`config.mk`:
```
export PLATFORM = sky130hd
export DESIGN_NAME = rzwp_host
export DESIGN_NICKNAME = d
export VERILOG_FILES = /design/src/rzwp_pkg.sv /design/src/rzwp_bit_if.sv /design/src/rzwp_bit_engine.sv /design/src/rzwp_host.sv
export SDC_FILE = /design/constraint.sdc
export NUM_CORES = 1
export LEC_CHECK = 0
export BUFFER_PORTS_ARGS = -buffer_cell sky130_fd_sc_hd__buf_2
export CORE_MARGIN = 10
export CORE_UTILIZATION = 63
export CTS_CLUSTER_SIZE = 14
export DETAILED_ROUTE_END_ITERATION = 6
export GPL_TIMING_DRIVEN = 0
export PLACE_DENSITY = 0.83
export SYNTH_ARGS = -nofsm -noshare
export SYNTH_HDL_FRONTEND = slang
export SYNTH_SLANG_ARGS = --single-unit
```
`constraint.sdc`:
```
create_clock -name clk -period 5.9 [get_ports clk]
set_clock_uncertainty 0.05 [all_clocks]
set_input_delay 1.18 -clock clk [delete_from_list [all_inputs] [get_ports clk]]
set_output_delay 1.18 -clock clk [all_outputs]
set_load 0.02 [all_outputs]
```
`src/rzwp_pkg.sv`:
```
// Shared constants for the zone write-protect host controller.
package rzwp_pkg;
  // ==========================================================
  // Clock and single-wire bit timing (high speed mode)
  // ==========================================================
  localparam int CLK_MHZ = 40; // System clock rate in MHz.
  localparam int LOW0_NS = 8000; // Low time that sends a logic 0.
  localparam int LOW1_NS = 1500; // Low time that sends a logic 1.
  localparam int RD_NS = 1000; // Low time that opens a read bit frame.
  localparam int MRS_NS = 1750; // Strobe point for sampling a read bit.
  localparam int BIT_NS = 25000; // Whole bit frame, a longest time.
  localparam int HTSS_NS = 150000; // Line high time for start and stop.
  localparam int WRITE_ABORT_LOW_TIME_NS = 150000; // Discharge low time.
  localparam int WR_MS = 5; // Longest self-timed write cycle.
  // Least times round up, longest times round down.
  localparam int LOW0_CYC = (LOW0_NS * CLK_MHZ + 999) / 1000;
  localparam int LOW1_CYC = (LOW1_NS * CLK_MHZ + 999) / 1000;
  localparam int RD_CYC = (RD_NS * CLK_MHZ + 999) / 1000;
  localparam int MRS_CYC = (MRS_NS * CLK_MHZ + 999) / 1000;
  localparam int BIT_CYC = (BIT_NS * CLK_MHZ) / 1000;
  localparam int HTSS_CYC = (HTSS_NS * CLK_MHZ + 999) / 1000;
  localparam int DSCHG_CYC = (WRITE_ABORT_LOW_TIME_NS * CLK_MHZ + 999) / 1000;
  localparam int WR_CYC = WR_MS * CLK_MHZ * 1000;
  localparam int CNT_W = 18; // Wide enough for the write-cycle wait.
  // ==========================================================
  // Device opcodes and fixed bytes
  // ==========================================================
  localparam logic [3:0] OPC_ZONE = 4'h7; // Zone lock register access.
  localparam logic [3:0] OPC_FREEZE = 4'h1; // Freeze of the lock registers.
  localparam logic [3:0] OPC_ARRAY = 4'hA; // Array write.
  localparam logic [7:0] LOCK_DATA = 8'hFF; // Data byte that sets a lock.
  localparam logic [7:0] FREEZE_ADDR = 8'h55; // Freeze address byte.
  localparam logic [7:0] FREEZE_DATA = 8'hAA; // Freeze data byte.
  localparam logic [7:0] ZONE0_LOCK_ADDR = 8'h01; // zone0_write_lock.
  localparam logic [7:0] ZONE1_LOCK_ADDR = 8'h02; // zone1_write_lock.
  localparam logic [7:0] ZONE2_LOCK_ADDR = 8'h04; // zone2_write_lock.
  localparam logic [7:0] ZONE3_LOCK_ADDR = 8'h08; // zone3_write_lock.
  localparam logic [7:0] LOCKED_BYTE = 8'hFF; // Status byte of a locked zone.
  localparam logic LOCK_RESET = 1'h0; // Lock bits leave the factory clear.
  // ==========================================================
  // Controller registers on AXI4-Lite
  // ==========================================================
  localparam logic [3:0] REG_CTRL = 4'h0; // Command code; a write starts it.
  localparam logic [3:0] REG_ARG = 4'h4; // Address, data and slave address.
  localparam logic [3:0] REG_STATUS = 4'h8; // Busy, done, nack, read byte.
  localparam int ARG_ADDR_LSB = 0; // Zone register or word address.
  localparam int ARG_DATA_LSB = 8; // Array write data byte.
  localparam int ARG_SLV_LSB = 16; // Three-bit slave address.
  localparam int ST_BUSY = 0; // Status: command running.
  localparam int ST_DONE = 1; // Status: command finished.
  localparam int ST_NACK = 2; // Status: device refused a byte.
  localparam int ST_LOCKED = 3; // Status: last lock read saw a locked zone.
  localparam int ST_RD_LSB = 8; // Status: last byte read.
  localparam logic [1:0] RESP_OKAY = 2'h0; // AXI okay response.
  localparam logic [1:0] RESP_SLVERR = 2'h2; // AXI answer to unmapped offsets.
  // ==========================================================
  // Commands, line operations and sequence actions
  // ==========================================================
  typedef enum logic [2:0] {
    CMD_LOCK_READ = 3'h0, CMD_LOCK_SET = 3'h1, CMD_FREEZE = 3'h2,
    CMD_ARRAY_WR = 3'h3, CMD_DISCHARGE = 3'h4
  } rzwp_cmd_type;
  typedef enum logic [2:0] {
    OP_TX = 3'h0, OP_RX = 3'h1, OP_HIGH = 3'h2, OP_DSCHG = 3'h3, OP_WAIT = 3'h4
  } rzwp_op_type;
  typedef enum logic [2:0] {
    ACT_START = 3'h0, ACT_TX = 3'h1, ACT_RX = 3'h2, ACT_STOP = 3'h3,
    ACT_WR = 3'h4, ACT_DSCHG = 3'h5, ACT_END = 3'h6
  } rzwp_act_type;
endpackage

```
`src/rzwp_bit_if.sv`:
```
// Bit-frame request and answer link between sequencer and line engine.
`timescale 1ns/1ps
interface rzwp_bit_if;
  logic req; // One-cycle pulse: start one line operation.
  rzwp_pkg::rzwp_op_type op; // Operation to perform.
  logic tx_bit; // Bit value for a transmit frame.
  logic done; // One-cycle pulse: operation finished.
  logic rx_bit; // Sampled line level of the last frame.
  modport seq (output req, output op, output tx_bit, input done, input rx_bit);
  modport eng (input req, input op, input tx_bit, output done, output rx_bit);
endinterface

```
`src/rzwp_bit_engine.sv`:
```
// Line engine: times one bit frame, start/stop gap, discharge or wait.
`timescale 1ns/1ps
module rzwp_bit_engine #(
  parameter int HTSS_CYC = rzwp_pkg::HTSS_CYC,
  parameter int DSCHG_CYC = rzwp_pkg::DSCHG_CYC,
  parameter int WR_CYC = rzwp_pkg::WR_CYC
) (
  input wire logic clk,
  input wire logic reset,
  input wire logic ce,
  rzwp_bit_if.eng bi,
  input wire logic sio_in,
  output logic sio_oe
);
  // ==========================================================
  // Frame timing
  // ==========================================================
  logic busy_r; // Operation in progress.
  logic [rzwp_pkg::CNT_W-1:0] cnt_r; // Cycles elapsed in this operation.
  logic [rzwp_pkg::CNT_W-1:0] low_r; // Cycles the line is held low.
  logic [rzwp_pkg::CNT_W-1:0] total_r; // Cycles of the whole operation.
  logic [rzwp_pkg::CNT_W-1:0] low_nxt; // Low length of a new request.
  logic [rzwp_pkg::CNT_W-1:0] total_nxt; // Total length of a new request.
  logic [rzwp_pkg::CNT_W-1:0] cnt_nxt; // Counter after this cycle.
  logic rx_bit_r; // Sampled bit.
  logic done_r; // Completion pulse.

  // Lengths for the requested operation.
  always_comb begin
    low_nxt = '0;
    total_nxt = rzwp_pkg::CNT_W'(rzwp_pkg::BIT_CYC);
    unique case (bi.op)
      rzwp_pkg::OP_TX: begin
        low_nxt = bi.tx_bit ? rzwp_pkg::CNT_W'(rzwp_pkg::LOW1_CYC) : rzwp_pkg::CNT_W'(rzwp_pkg::LOW0_CYC);
      end
      rzwp_pkg::OP_RX: begin
        low_nxt = rzwp_pkg::CNT_W'(rzwp_pkg::RD_CYC);
      end
      rzwp_pkg::OP_HIGH: begin
        total_nxt = rzwp_pkg::CNT_W'(HTSS_CYC);
      end
      rzwp_pkg::OP_DSCHG: begin
        // Held low the whole discharge time, then a recovery frame released.
        low_nxt = rzwp_pkg::CNT_W'(DSCHG_CYC);
        total_nxt = rzwp_pkg::CNT_W'(DSCHG_CYC + rzwp_pkg::BIT_CYC);
      end
      rzwp_pkg::OP_WAIT: begin
        // The line is left to the pull-up for the whole write cycle.
        total_nxt = rzwp_pkg::CNT_W'(WR_CYC);
      end
      default: begin
        total_nxt = rzwp_pkg::CNT_W'(rzwp_pkg::BIT_CYC);
      end
    endcase
  end

  assign cnt_nxt = cnt_r + rzwp_pkg::CNT_W'(1);

  // Counter and line drive; requests are only taken while idle.
  always_ff @(posedge clk) begin
    if (reset) begin
      busy_r <= 1'b0;
      cnt_r <= '0;
      low_r <= '0;
      total_r <= '0;
      sio_oe <= 1'b0;
      done_r <= 1'b0;
    end else if (ce) begin
      done_r <= 1'b0;
      if (!busy_r) begin
        if (bi.req) begin
          busy_r <= 1'b1;
          cnt_r <= '0;
          low_r <= low_nxt;
          total_r <= total_nxt;
          sio_oe <= (low_nxt != '0);
        end
      end else begin
        cnt_r <= cnt_nxt;
        sio_oe <= (cnt_nxt < low_r);
        if (cnt_nxt == total_r) begin
          busy_r <= 1'b0;
          sio_oe <= 1'b0;
          done_r <= 1'b1;
        end
      end
    end
  end

  // Read strobe: the line is sampled once, past the pull-up rise.
  always_ff @(posedge clk) begin
    if (reset) begin
      rx_bit_r <= 1'b1;
    end else if (ce && busy_r && cnt_r == rzwp_pkg::CNT_W'(rzwp_pkg::MRS_CYC)) begin
      rx_bit_r <= sio_in;
    end
  end

  assign bi.done = done_r;
  assign bi.rx_bit = rx_bit_r;
endmodule // rzwp_bit_engine

```
`src/rzwp_host.sv`:
```
// Host controller that locks, reads and freezes zone write protection.
//
// Added by the designer: the AXI4-Lite register port.
`timescale 1ns/1ps
module rzwp_host #(
  parameter int HTSS_CYC = rzwp_pkg::HTSS_CYC,
  parameter int DSCHG_CYC = rzwp_pkg::DSCHG_CYC,
  parameter int WR_CYC = rzwp_pkg::WR_CYC
) (
  input wire logic clk,
  input wire logic reset,
  input wire logic ce,
  input wire logic [3:0] s_axi_awaddr,
  input wire logic s_axi_awvalid,
  output logic s_axi_awready,
  input wire logic [31:0] s_axi_wdata,
  input wire logic [3:0] s_axi_wstrb,
  input wire logic s_axi_wvalid,
  output logic s_axi_wready,
  output logic [1:0] s_axi_bresp,
  output logic s_axi_bvalid,
  input wire logic s_axi_bready,
  input wire logic [3:0] s_axi_araddr,
  input wire logic s_axi_arvalid,
  output logic s_axi_arready,
  output logic [31:0] s_axi_rdata,
  output logic [1:0] s_axi_rresp,
  output logic s_axi_rvalid,
  input wire logic s_axi_rready,
  input wire logic sio_in,
  output logic sio_out,
  output logic sio_oe
);
  // ==========================================================
  // Sequence program
  // ==========================================================
  // Action taken at each step of a command.
  function automatic rzwp_pkg::rzwp_act_type step_act(rzwp_pkg::rzwp_cmd_type c, logic [2:0] i);
    rzwp_pkg::rzwp_act_type a;
    a = rzwp_pkg::ACT_END;
    if (c == rzwp_pkg::CMD_DISCHARGE) begin
      a = (i == 3'h0) ? rzwp_pkg::ACT_DSCHG : rzwp_pkg::ACT_END;
    end else if (c == rzwp_pkg::CMD_LOCK_READ) begin
      // Dummy write, repeated start, then the status byte.
      unique case (i)
        3'h0, 3'h3: a = rzwp_pkg::ACT_START;
        3'h1, 3'h2, 3'h4: a = rzwp_pkg::ACT_TX;
        3'h5: a = rzwp_pkg::ACT_RX;
        3'h6: a = rzwp_pkg::ACT_STOP;
        default: a = rzwp_pkg::ACT_END;
      endcase
    end else begin
      unique case (i)
        3'h0: a = rzwp_pkg::ACT_START;
        3'h1, 3'h2, 3'h3: a = rzwp_pkg::ACT_TX;
        3'h4: a = rzwp_pkg::ACT_STOP;
        3'h5: a = rzwp_pkg::ACT_WR;
        default: a = rzwp_pkg::ACT_END;
      endcase
    end
    return a;
  endfunction

  // Byte sent at a transmit step.
  function automatic logic [7:0] tx_byte(rzwp_pkg::rzwp_cmd_type c, logic [2:0] i, logic [23:0] arg);
    logic [3:0] opc;
    logic [7:0] b;
    opc = (c == rzwp_pkg::CMD_FREEZE) ? rzwp_pkg::OPC_FREEZE
        : (c == rzwp_pkg::CMD_ARRAY_WR) ? rzwp_pkg::OPC_ARRAY : rzwp_pkg::OPC_ZONE;
    b = {opc, arg[rzwp_pkg::ARG_SLV_LSB +: 3], 1'b0};
    if (i == 3'h4) begin
      b = {opc, arg[rzwp_pkg::ARG_SLV_LSB +: 3], 1'b1};
    end else if (i == 3'h2) begin
      b = (c == rzwp_pkg::CMD_FREEZE) ? rzwp_pkg::FREEZE_ADDR : arg[rzwp_pkg::ARG_ADDR_LSB +: 8];
    end else if (i == 3'h3) begin
      b = (c == rzwp_pkg::CMD_FREEZE) ? rzwp_pkg::FREEZE_DATA
        : (c == rzwp_pkg::CMD_LOCK_SET) ? rzwp_pkg::LOCK_DATA
        : arg[rzwp_pkg::ARG_DATA_LSB +: 8];
    end
    return b;
  endfunction

  // ==========================================================
  // Register state and sequencer state
  // ==========================================================
  typedef enum logic [2:0] {
    SQ_IDLE = 3'b000, SQ_STEP = 3'b001, SQ_BIT = 3'b011, SQ_ACK = 3'b010, SQ_DONE = 3'b110
  } rzwp_sq_type;
  rzwp_sq_type sq_r; // Sequencer state.
  rzwp_pkg::rzwp_cmd_type cmd_r; // Command being run.
  rzwp_pkg::rzwp_act_type act_r; // Action of the current step.
  logic [23:0] arg_r; // Argument register.
  logic [2:0] step_r; // Step index.
  logic [3:0] bits_r; // Bits left in the current byte.
  logic [7:0] shift_r; // Byte shifter, MSB first.
  logic [7:0] rd_r; // Last byte read from the device.
  logic done_r; // Sticky done flag.
  logic nack_r; // Device refused a byte.
  logic abort_r; // Refused byte: only the stop remains.
  logic start_r; // Command request from software.
  logic aw_got_r; // Write address captured.
  logic w_got_r; // Write data captured.
  logic [3:0] awaddr_r; // Captured write address.
  logic [31:0] wdata_r; // Captured write data.
  logic [3:0] wstrb_r; // Strobes kept with the data, since wstrb only counts beside wvalid.
  logic req_r; // Request to the line engine.
  rzwp_pkg::rzwp_op_type op_r; // Operation to the line engine.
  logic txb_r; // Bit to the line engine.
  rzwp_pkg::rzwp_act_type act_nxt; // Action at the current step.
  logic busy; // Command running.
  logic [31:0] status; // Status word.
  rzwp_bit_if bi ();

  assign busy = (sq_r != SQ_IDLE);
  assign act_nxt = abort_r ? rzwp_pkg::ACT_STOP : step_act(cmd_r, step_r);
  // A locked zone answers FFh; anything else counts as unlocked.
  assign status = {16'h0, rd_r, 4'h0, (rd_r == rzwp_pkg::LOCKED_BYTE), nack_r, done_r, busy};

  // ==========================================================
  // AXI4-Lite write channel
  // ==========================================================
  // Address and data are taken in either order; the answer follows both.
  always_ff @(posedge clk) begin
    if (reset) begin
      aw_got_r <= 1'b0;
      w_got_r <= 1'b0;
      awaddr_r <= 4'h0;
      wdata_r <= 32'h0;
      wstrb_r <= 4'h0;
      s_axi_awready <= 1'b0;
      s_axi_wready <= 1'b0;
      s_axi_bvalid <= 1'b0;
      s_axi_bresp <= rzwp_pkg::RESP_OKAY;
      arg_r <= 24'h0;
      start_r <= 1'b0;
    end else if (ce) begin
      s_axi_awready <= !aw_got_r && !s_axi_awready && !s_axi_bvalid;
      s_axi_wready <= !w_got_r && !s_axi_wready && !s_axi_bvalid;
      start_r <= 1'b0;
      if (s_axi_awvalid && s_axi_awready) begin
        aw_got_r <= 1'b1;
        awaddr_r <= s_axi_awaddr;
        s_axi_awready <= 1'b0;
      end
      if (s_axi_wvalid && s_axi_wready) begin
        w_got_r <= 1'b1;
        wdata_r <= s_axi_wdata;
        wstrb_r <= s_axi_wstrb;
        s_axi_wready <= 1'b0;
      end
      if (aw_got_r && w_got_r) begin
        aw_got_r <= 1'b0;
        w_got_r <= 1'b0;
        s_axi_bvalid <= 1'b1;
        s_axi_bresp <= rzwp_pkg::RESP_OKAY;
        if (awaddr_r == rzwp_pkg::REG_ARG) begin
          // Argument writes are dropped, not applied later, while a command uses it.
          if (!busy && wstrb_r[0]) arg_r[7:0] <= wdata_r[7:0];
          if (!busy && wstrb_r[1]) arg_r[15:8] <= wdata_r[15:8];
          if (!busy && wstrb_r[2]) arg_r[23:16] <= wdata_r[23:16];
        end else if (awaddr_r == rzwp_pkg::REG_CTRL) begin
          start_r <= wstrb_r[0];
        end else if (awaddr_r != rzwp_pkg::REG_STATUS) begin
          s_axi_bresp <= rzwp_pkg::RESP_SLVERR;
        end
      end
      if (s_axi_bvalid && s_axi_bready) s_axi_bvalid <= 1'b0;
    end
  end

  // ==========================================================
  // AXI4-Lite read channel
  // ==========================================================
  // One read at a time; unmapped offsets read zero with SLVERR.
  always_ff @(posedge clk) begin
    if (reset) begin
      s_axi_arready <= 1'b0;
      s_axi_rvalid <= 1'b0;
      s_axi_rdata <= 32'h0;
      s_axi_rresp <= rzwp_pkg::RESP_OKAY;
    end else if (ce) begin
      s_axi_arready <= !s_axi_rvalid && !s_axi_arready;
      if (s_axi_arvalid && s_axi_arready) begin
        s_axi_arready <= 1'b0;
        s_axi_rvalid <= 1'b1;
        s_axi_rresp <= rzwp_pkg::RESP_OKAY;
        unique case (s_axi_araddr)
          rzwp_pkg::REG_CTRL: s_axi_rdata <= {29'h0, cmd_r};
          rzwp_pkg::REG_ARG: s_axi_rdata <= {8'h0, arg_r};
          rzwp_pkg::REG_STATUS: s_axi_rdata <= status;
          default: begin
            s_axi_rdata <= 32'h0;
            s_axi_rresp <= rzwp_pkg::RESP_SLVERR;
          end
        endcase
      end else if (s_axi_rvalid && s_axi_rready) begin
        s_axi_rvalid <= 1'b0;
      end
    end
  end

  // ==========================================================
  // Command sequencer
  // ==========================================================
  // Walks the step program, one line operation at a time; a start
  // request while busy is dropped so a running write cycle is never cut.
  always_ff @(posedge clk) begin
    if (reset) begin
      sq_r <= SQ_IDLE;
      cmd_r <= rzwp_pkg::CMD_LOCK_READ;
      act_r <= rzwp_pkg::ACT_END;
      step_r <= 3'h0;
      bits_r <= 4'h0;
      shift_r <= 8'h0;
      rd_r <= 8'h0;
      done_r <= 1'b0;
      nack_r <= 1'b0;
      abort_r <= 1'b0;
      req_r <= 1'b0;
      op_r <= rzwp_pkg::OP_HIGH;
      txb_r <= 1'b1;
    end else if (ce) begin
      req_r <= 1'b0;
      unique case (sq_r)
        SQ_IDLE: begin
          if (start_r) begin
            cmd_r <= rzwp_pkg::rzwp_cmd_type'(wdata_r[2:0]);
            step_r <= 3'h0;
            done_r <= 1'b0;
            nack_r <= 1'b0;
            abort_r <= 1'b0;
            sq_r <= SQ_STEP;
          end
        end
        SQ_STEP: begin
          act_r <= act_nxt;
          req_r <= (act_nxt != rzwp_pkg::ACT_END);
          sq_r <= (act_nxt == rzwp_pkg::ACT_END) ? SQ_DONE : SQ_BIT;
          bits_r <= 4'h8;
          shift_r <= tx_byte(cmd_r, step_r, arg_r);
          txb_r <= tx_byte(cmd_r, step_r, arg_r) >> 7 != 8'h0;
          unique case (act_nxt)
            rzwp_pkg::ACT_TX: op_r <= rzwp_pkg::OP_TX;
            rzwp_pkg::ACT_RX: op_r <= rzwp_pkg::OP_RX;
            rzwp_pkg::ACT_DSCHG: op_r <= rzwp_pkg::OP_DSCHG;
            rzwp_pkg::ACT_WR: op_r <= rzwp_pkg::OP_WAIT;
            default: op_r <= rzwp_pkg::OP_HIGH;
          endcase
        end
        SQ_BIT: begin
          if (bi.done) begin
            if (act_r == rzwp_pkg::ACT_TX || act_r == rzwp_pkg::ACT_RX) begin
              shift_r <= {shift_r[6:0], bi.rx_bit};
              bits_r <= bits_r - 4'h1;
              req_r <= 1'b1;
              if (bits_r == 4'h1) begin
                // Byte done: read the device's answer, or send our NACK.
                op_r <= (act_r == rzwp_pkg::ACT_TX) ? rzwp_pkg::OP_RX : rzwp_pkg::OP_TX;
                txb_r <= 1'b1;
                if (act_r == rzwp_pkg::ACT_RX) rd_r <= {shift_r[6:0], bi.rx_bit};
                sq_r <= SQ_ACK;
              end else begin
                txb_r <= shift_r[6];
              end
            end else begin
              step_r <= step_r + 3'h1;
              sq_r <= abort_r ? SQ_DONE : SQ_STEP;
            end
          end
        end
        SQ_ACK: begin
          if (bi.done) begin
            // A refused byte ends the command with a stop and no write wait.
            if (act_r == rzwp_pkg::ACT_TX && bi.rx_bit) begin
              nack_r <= 1'b1;
              abort_r <= 1'b1;
            end
            step_r <= step_r + 3'h1;
            sq_r <= SQ_STEP;
          end
        end
        SQ_DONE: begin
          done_r <= 1'b1;
          sq_r <= SQ_IDLE;
        end
        default: sq_r <= SQ_IDLE;
      endcase
    end
  end

  assign bi.req = req_r;
  assign bi.op = op_r;
  assign bi.tx_bit = txb_r;

  // The pin only ever pulls low; release is left to the pull-up.
  always_ff @(posedge clk) begin
    if (reset) begin
      sio_out <= 1'b0;
    end else if (ce) begin
      sio_out <= 1'b0;
    end
  end

  rzwp_bit_engine #(
    .HTSS_CYC(HTSS_CYC),
    .DSCHG_CYC(DSCHG_CYC),
    .WR_CYC(WR_CYC)
  ) u_engine (
    .clk(clk),
    .reset(reset),
    .ce(ce),
    .bi(bi),
    .sio_in(sio_in),
    .sio_oe(sio_oe)
  );
endmodule // rzwp_host

```
After elaboration in Yosys (flattened, before gate mapping)
Index checks and enable logic that the tools add are counted.

Input port bits: 53. Flip-flop bits (word level): 195. Word-level logic and storage cells: 235.

Magnitude comparators: 1. Equal/unequal tests: 42. Bitwise logic cells: 1. Reduce and logical (&&, ||, !) cells: 69. Muxes and demuxes: 83. Add/subtract/negate cells: 3.

Operator list (number): $pmux 18 s3 (2); $pmux 24 s3 (1); $mux 3 (17); $mux 8 (6); $pmux 3 s4 (4); $mux 18 (2); $mux 1 (31); $eq 3x2->1 const B (10); $eq 3x3->1 const B (9); $reduce_and 2->1 (10); $add 18x1->18 const B (1); $eq 18x18->1 (1); $eq 18x7->1 const B (1); $eq 3x1->1 const B (6); $lt 18x18->1 (1); $reduce_bool 18->1 (1); $logic_and 1x1->1 (17); $mux 4 (4); $reduce_and 4->1 (4); $reduce_bool 2->1 (8); $reduce_and 5->1 (3); $mux 7 (2); $pmux 7 s2 (1); $logic_not 3->1 (4); other kinds (25) (53).

Longest topological paths before layout
Depth in word-level cells: 9. Gate-level depth with buffers: 12. Mapped depth without buffers: 11.

Hierarchy
From an unflattened synthesis, not the netlist that was laid out.

Cells, all modules: 1072. Area, all modules: 8480.6 um2.

Modules (own cells, without submodules): rzwp_host (area an instance 5805.6 um2, cells each 712, times used 1); rzwp_bit_engine (area an instance 2675.1 um2, cells each 360, times used 1).

Worst setup path before layout
Ideal clock, no wire load.

Kind: input port to flip-flop. Start: in ce. End: reg s_axi_rdata[16]. Data arrival time: 2.655 ns. Library setup time: 0.065 ns. Stages: 7. Slack: 3.130 ns. Cells stage by stage: clkbuf_1 nand3_1 nor3_1 and2_1 clkbuf_1 a22oi_1 nor2_1.

Cells in the longest elaborated chain, start to end: 1.

RTL lines: start: declaration (line rzwp_host.sv:12) `input wire logic ce,`; $reduce_and 2->1 (no source line); end signal: assignment (line rzwp_host.sv:188) `rzwp_pkg::REG_CTRL: s_axi_rdata <= {29'h0, cmd_r};`; end signal: assignment (line rzwp_host.sv:189) `rzwp_pkg::REG_ARG: s_axi_rdata <= {8'h0, arg_r};`; end signal: assignment (line rzwp_host.sv:190) `rzwp_pkg::REG_STATUS: s_axi_rdata <= status;`; end: declaration (line rzwp_host.sv:26) `output logic [31:0] s_axi_rdata,`.

Every way passes these cells. A chain may end at the register's enable or synchronous reset.

Worst setup path after layout
Start: in ce. End: reg u_engine.sio_oe.

Cells in the longest elaborated chain, start to end: 1.

RTL lines: $reduce_and 2->1 (no source line); end signal: assignment (line rzwp_bit_engine.sv:76) `sio_oe <= (low_nxt != '0);`; end signal: assignment (line rzwp_bit_engine.sv:80) `sio_oe <= (cnt_nxt < low_r);`; end: declaration (line rzwp_bit_engine.sv:13) `output logic sio_oe`.

Every way passes these cells.

==> impl_metrics.tcl <==
set metrics [dict create \
    clock_sinks 164 \
    drt_first_pass_iters 6 \
    worstPathArrival_ns 3.98 \
    grt_pass1_vias 7662 \
    synth_edf_count 0 \
    finalCritPeriodShare_pct 62.7 \
    yosysSeqAreaShare_pct 39.4 \
    yosys_warnings 0 \
    internal_power_mw 1.80 \
    rsz0062_at_grt "no" \
    fin_crit_ns 3.70 \
    relSlewSlack_pct 22.9 \
    crit_required_ns 6.17 \
    grt_start_max_net_pins 17 \
    cts.clk_slew.worst_paths_ns 0.07 \
    h-tree-depth 4 \
    num_antenna_cells 0 \
    n_fill_cell 977 \
    cp-startpoint "ce" \
    drv_slew 0 \
    synthArstFlopShare_pct 0 \
    vias_per_cell 6.14 \
    post-place-ws_ns 2.01 \
    start_util_pct 65.2 \
    area_delta_synth_final_pct 14.8 \
    drc 0 \
    rows 41 \
    cts-resized-gates 0 \
    drtIter0Drc 939 \
    combPwrFrac_pct 3.8 \
    worstSetupPathType "in -> reg" \
    overflow 0 \
    cts_tree "yes" \
    hp-class "reg -> reg" \
    r2r_end "u_engine.sio_oe" \
    finalSetupViolations 0 \
    mostFrequentLayoutCell "dfxtp_1" \
    setup-tns-final_ns 0 \
    switching_share_pct 23.9 \
    start_kind "primary input" \
    dr_total_vias 8201 \
    antenna_left 0 \
    chipWidth_um 135 \
    dieArea_um2 18200 \
    power.density_nw_per_um2 248 \
    layout_common_cells "164 x dfxtp_1, 162 x nor2_1, 120 x nand2_1" \
    syn_area_per_cell_um2 7.95 \
    wirelength_um 25500 \
    worst_slack_ns 2.20 \
    portBuffers 73 \
    cts-root-buf "clkbuf_16" \
    worst_setup_path_end_kind "flop" \
    ff2ff_setup_slack_ns 2.29 \
    die_h_um 135 \
    nets 1221 \
    leakage_nw 3.90 \
    grt_pass1_wl_um 40500 \
    cts_setup_buffers 0 \
    outcome "finished clean" \
    ys_types 72 \
    cap_viol_max_count 0 \
    gp_congestion 0.978 \
    core_area_um2 12800 \
    path_max_fanout 10 \
    cts_made_buffers 17 \
    final_layout_size_suffix_gt1_share_pct 12.5 \
    pwr-share-clk_pct 48.9 \
    grtUsageTotal_pct 27.7 \
    tightestPinTransition_ns 1.14 \
    wl_per_cell_um 19.1 \
    reg2regPathDepth 10 \
    hold_viol 0 \
    syn-cell-area_um2 8330 \
    synth-seq-cells 164 \
    dp_hpwl_um 18600 \
    worstHoldPathCells 2 \
    io_pins 96 \
    synth_ff_type "dfxtp_1" \
    clk_latency_ns 0.43 \
    worstReg2RegStart "u_engine.cnt_r[1]" \
    p_seq_share_pct 47.3 \
    clockBufferDepth 2 \
    ir_worst_vdd_uv 230 \
    p_sw_mw 0.565 \
    antenna_found_initial 0 \
    syn_inst 1048 \
    critPathCapture "u_engine.sio_oe" \
    fmax_mhz 270 \
    holdBufCountCts 0 \
]
area by class of cell:
type | instances | area (µm²) | area share, %
sequential | 164 | 3280 | 34.3
timing repair buffer | 73 | 365 | 3.82
multi-input combinational | 782 | 4590 | 48.0
tap | 172 | 215 | 2.25
inverter | 28 | 105 | 1.10
clock buffer | 19 | 453 | 4.74
buffer | 84 | 389 | 4.07
clock inverter | 13 | 160 | 1.68
worst max-delay path: stages:
cell,delay [ns]
buf_2,0.11
clkbuf_1,0.42
clkbuf_1,0.52
o21ai_0,0.59
a2111oi_0,0.83
a21oi_1,0.13
o32ai_1,0.19
routing by layer:
layer	track usage [%]	up-vias	share of wire, %
li1	-	3880	-
met1	39.1	3874	45
met2	39.7	413	42
met3	8.23	34	11
met4	8.31	0	1.6
met5	0	-	0
power by group through the flow:
| stage | Sequential [mW] | Combinational [mW] | Clock [mW] |
|---|---|---|---|
| after floorplan | 1.15 | 0.0488 | 0 |
| after global placement | 1.14 | 0.0869 | 0 |
| after detailed placement | 1.14 | 0.0878 | 0 |
| after CTS | 1.12 | 0.0888 | 1.16 |
| after global routing | 1.12 | 0.0986 | 1.21 |
| final | 1.12 | 0.0912 | 1.16 |
sequential cells by signal (all words and copies together) (netlist names), 3 cells and up:
register and count:
arg_r 24, sq_r 3, step_r 3, u_engine.cnt_r 18, cmd_r 3, u_engine.total_r 9, shift_r 7, rd_r 8
awaddr_r 4, u_engine.low_r 6, s_axi_rdata 24, wdata_r 24, act_r 3, wstrb_r 3, bits_r 4, bi.op 3
per-stage QoR:
| stage | area, µm² | util [%] | total power [mW] | cells | hold slack, ns |
|---|---|---|---|---|---|
| floorplan | 8370 | - | 1.19 | 1058 | 0.386 |
| detailed placement | 8950 | 70.0 | 1.23 | 1303 | 0.399 |
| global placement | 8950 | 70.0 | 1.23 | 1303 | 0.392 |
| global route | 9560 | 74.8 | 2.43 | 1335 | 0.435 |
| finish | 9560 | 74.8 | 2.37 | 1335 | 0.406 |
| CTS | 9560 | 74.8 | 2.36 | 1335 | 0.407 |
cell families after synthesis:
kind of cell	count (synthesis)	share of synthesized area [%]
xor gates and xnor gates	31	3.59
and+or+nand+nor	432	24.6
other	1	0.0450
buffers and inverters	112	5.93
muxes	45	5.41
DFF	164	39.4
adders and majority gates	18	2.70
AOI/OAI and AO/OA	245	18.3
synth_stat cells (all sizes together) (7+ instances only):
cell	number	area share, %
nor2	163	7.5
nand2b	10	0.75
inv	28	1.3
o21ai	51	3.1
ha	18	2.7
nor3	38	2.5
mux2i	45	5.4
nand4	15	1.5
a22oi	26	2.3
a211oi	15	1.4
clkbuf	59	2.7
nor4	18	1.7
a22o	7	0.74
xnor2	22	2.3
nand2	121	5.5
buf	25	2.0
or3	9	0.68
xor2	7	0.74
dfxtp	164	39
a21oi	89	5.3
a31oi	7	0.53
nand3	22	1.4
worst min path at each step:
stage                           start          end  slack, ns
final                     wdata_r[16]  wdata_r[16]       0.41
after global routing      wdata_r[13]  wdata_r[13]       0.44
after CTS                 wdata_r[14]  wdata_r[14]       0.41
after detailed placement  wdata_r[16]  wdata_r[16]       0.40
after global placement     wdata_r[7]   wdata_r[7]       0.39
after floorplan           wdata_r[10]  wdata_r[10]       0.39
(Power assumes the default switching activity.)
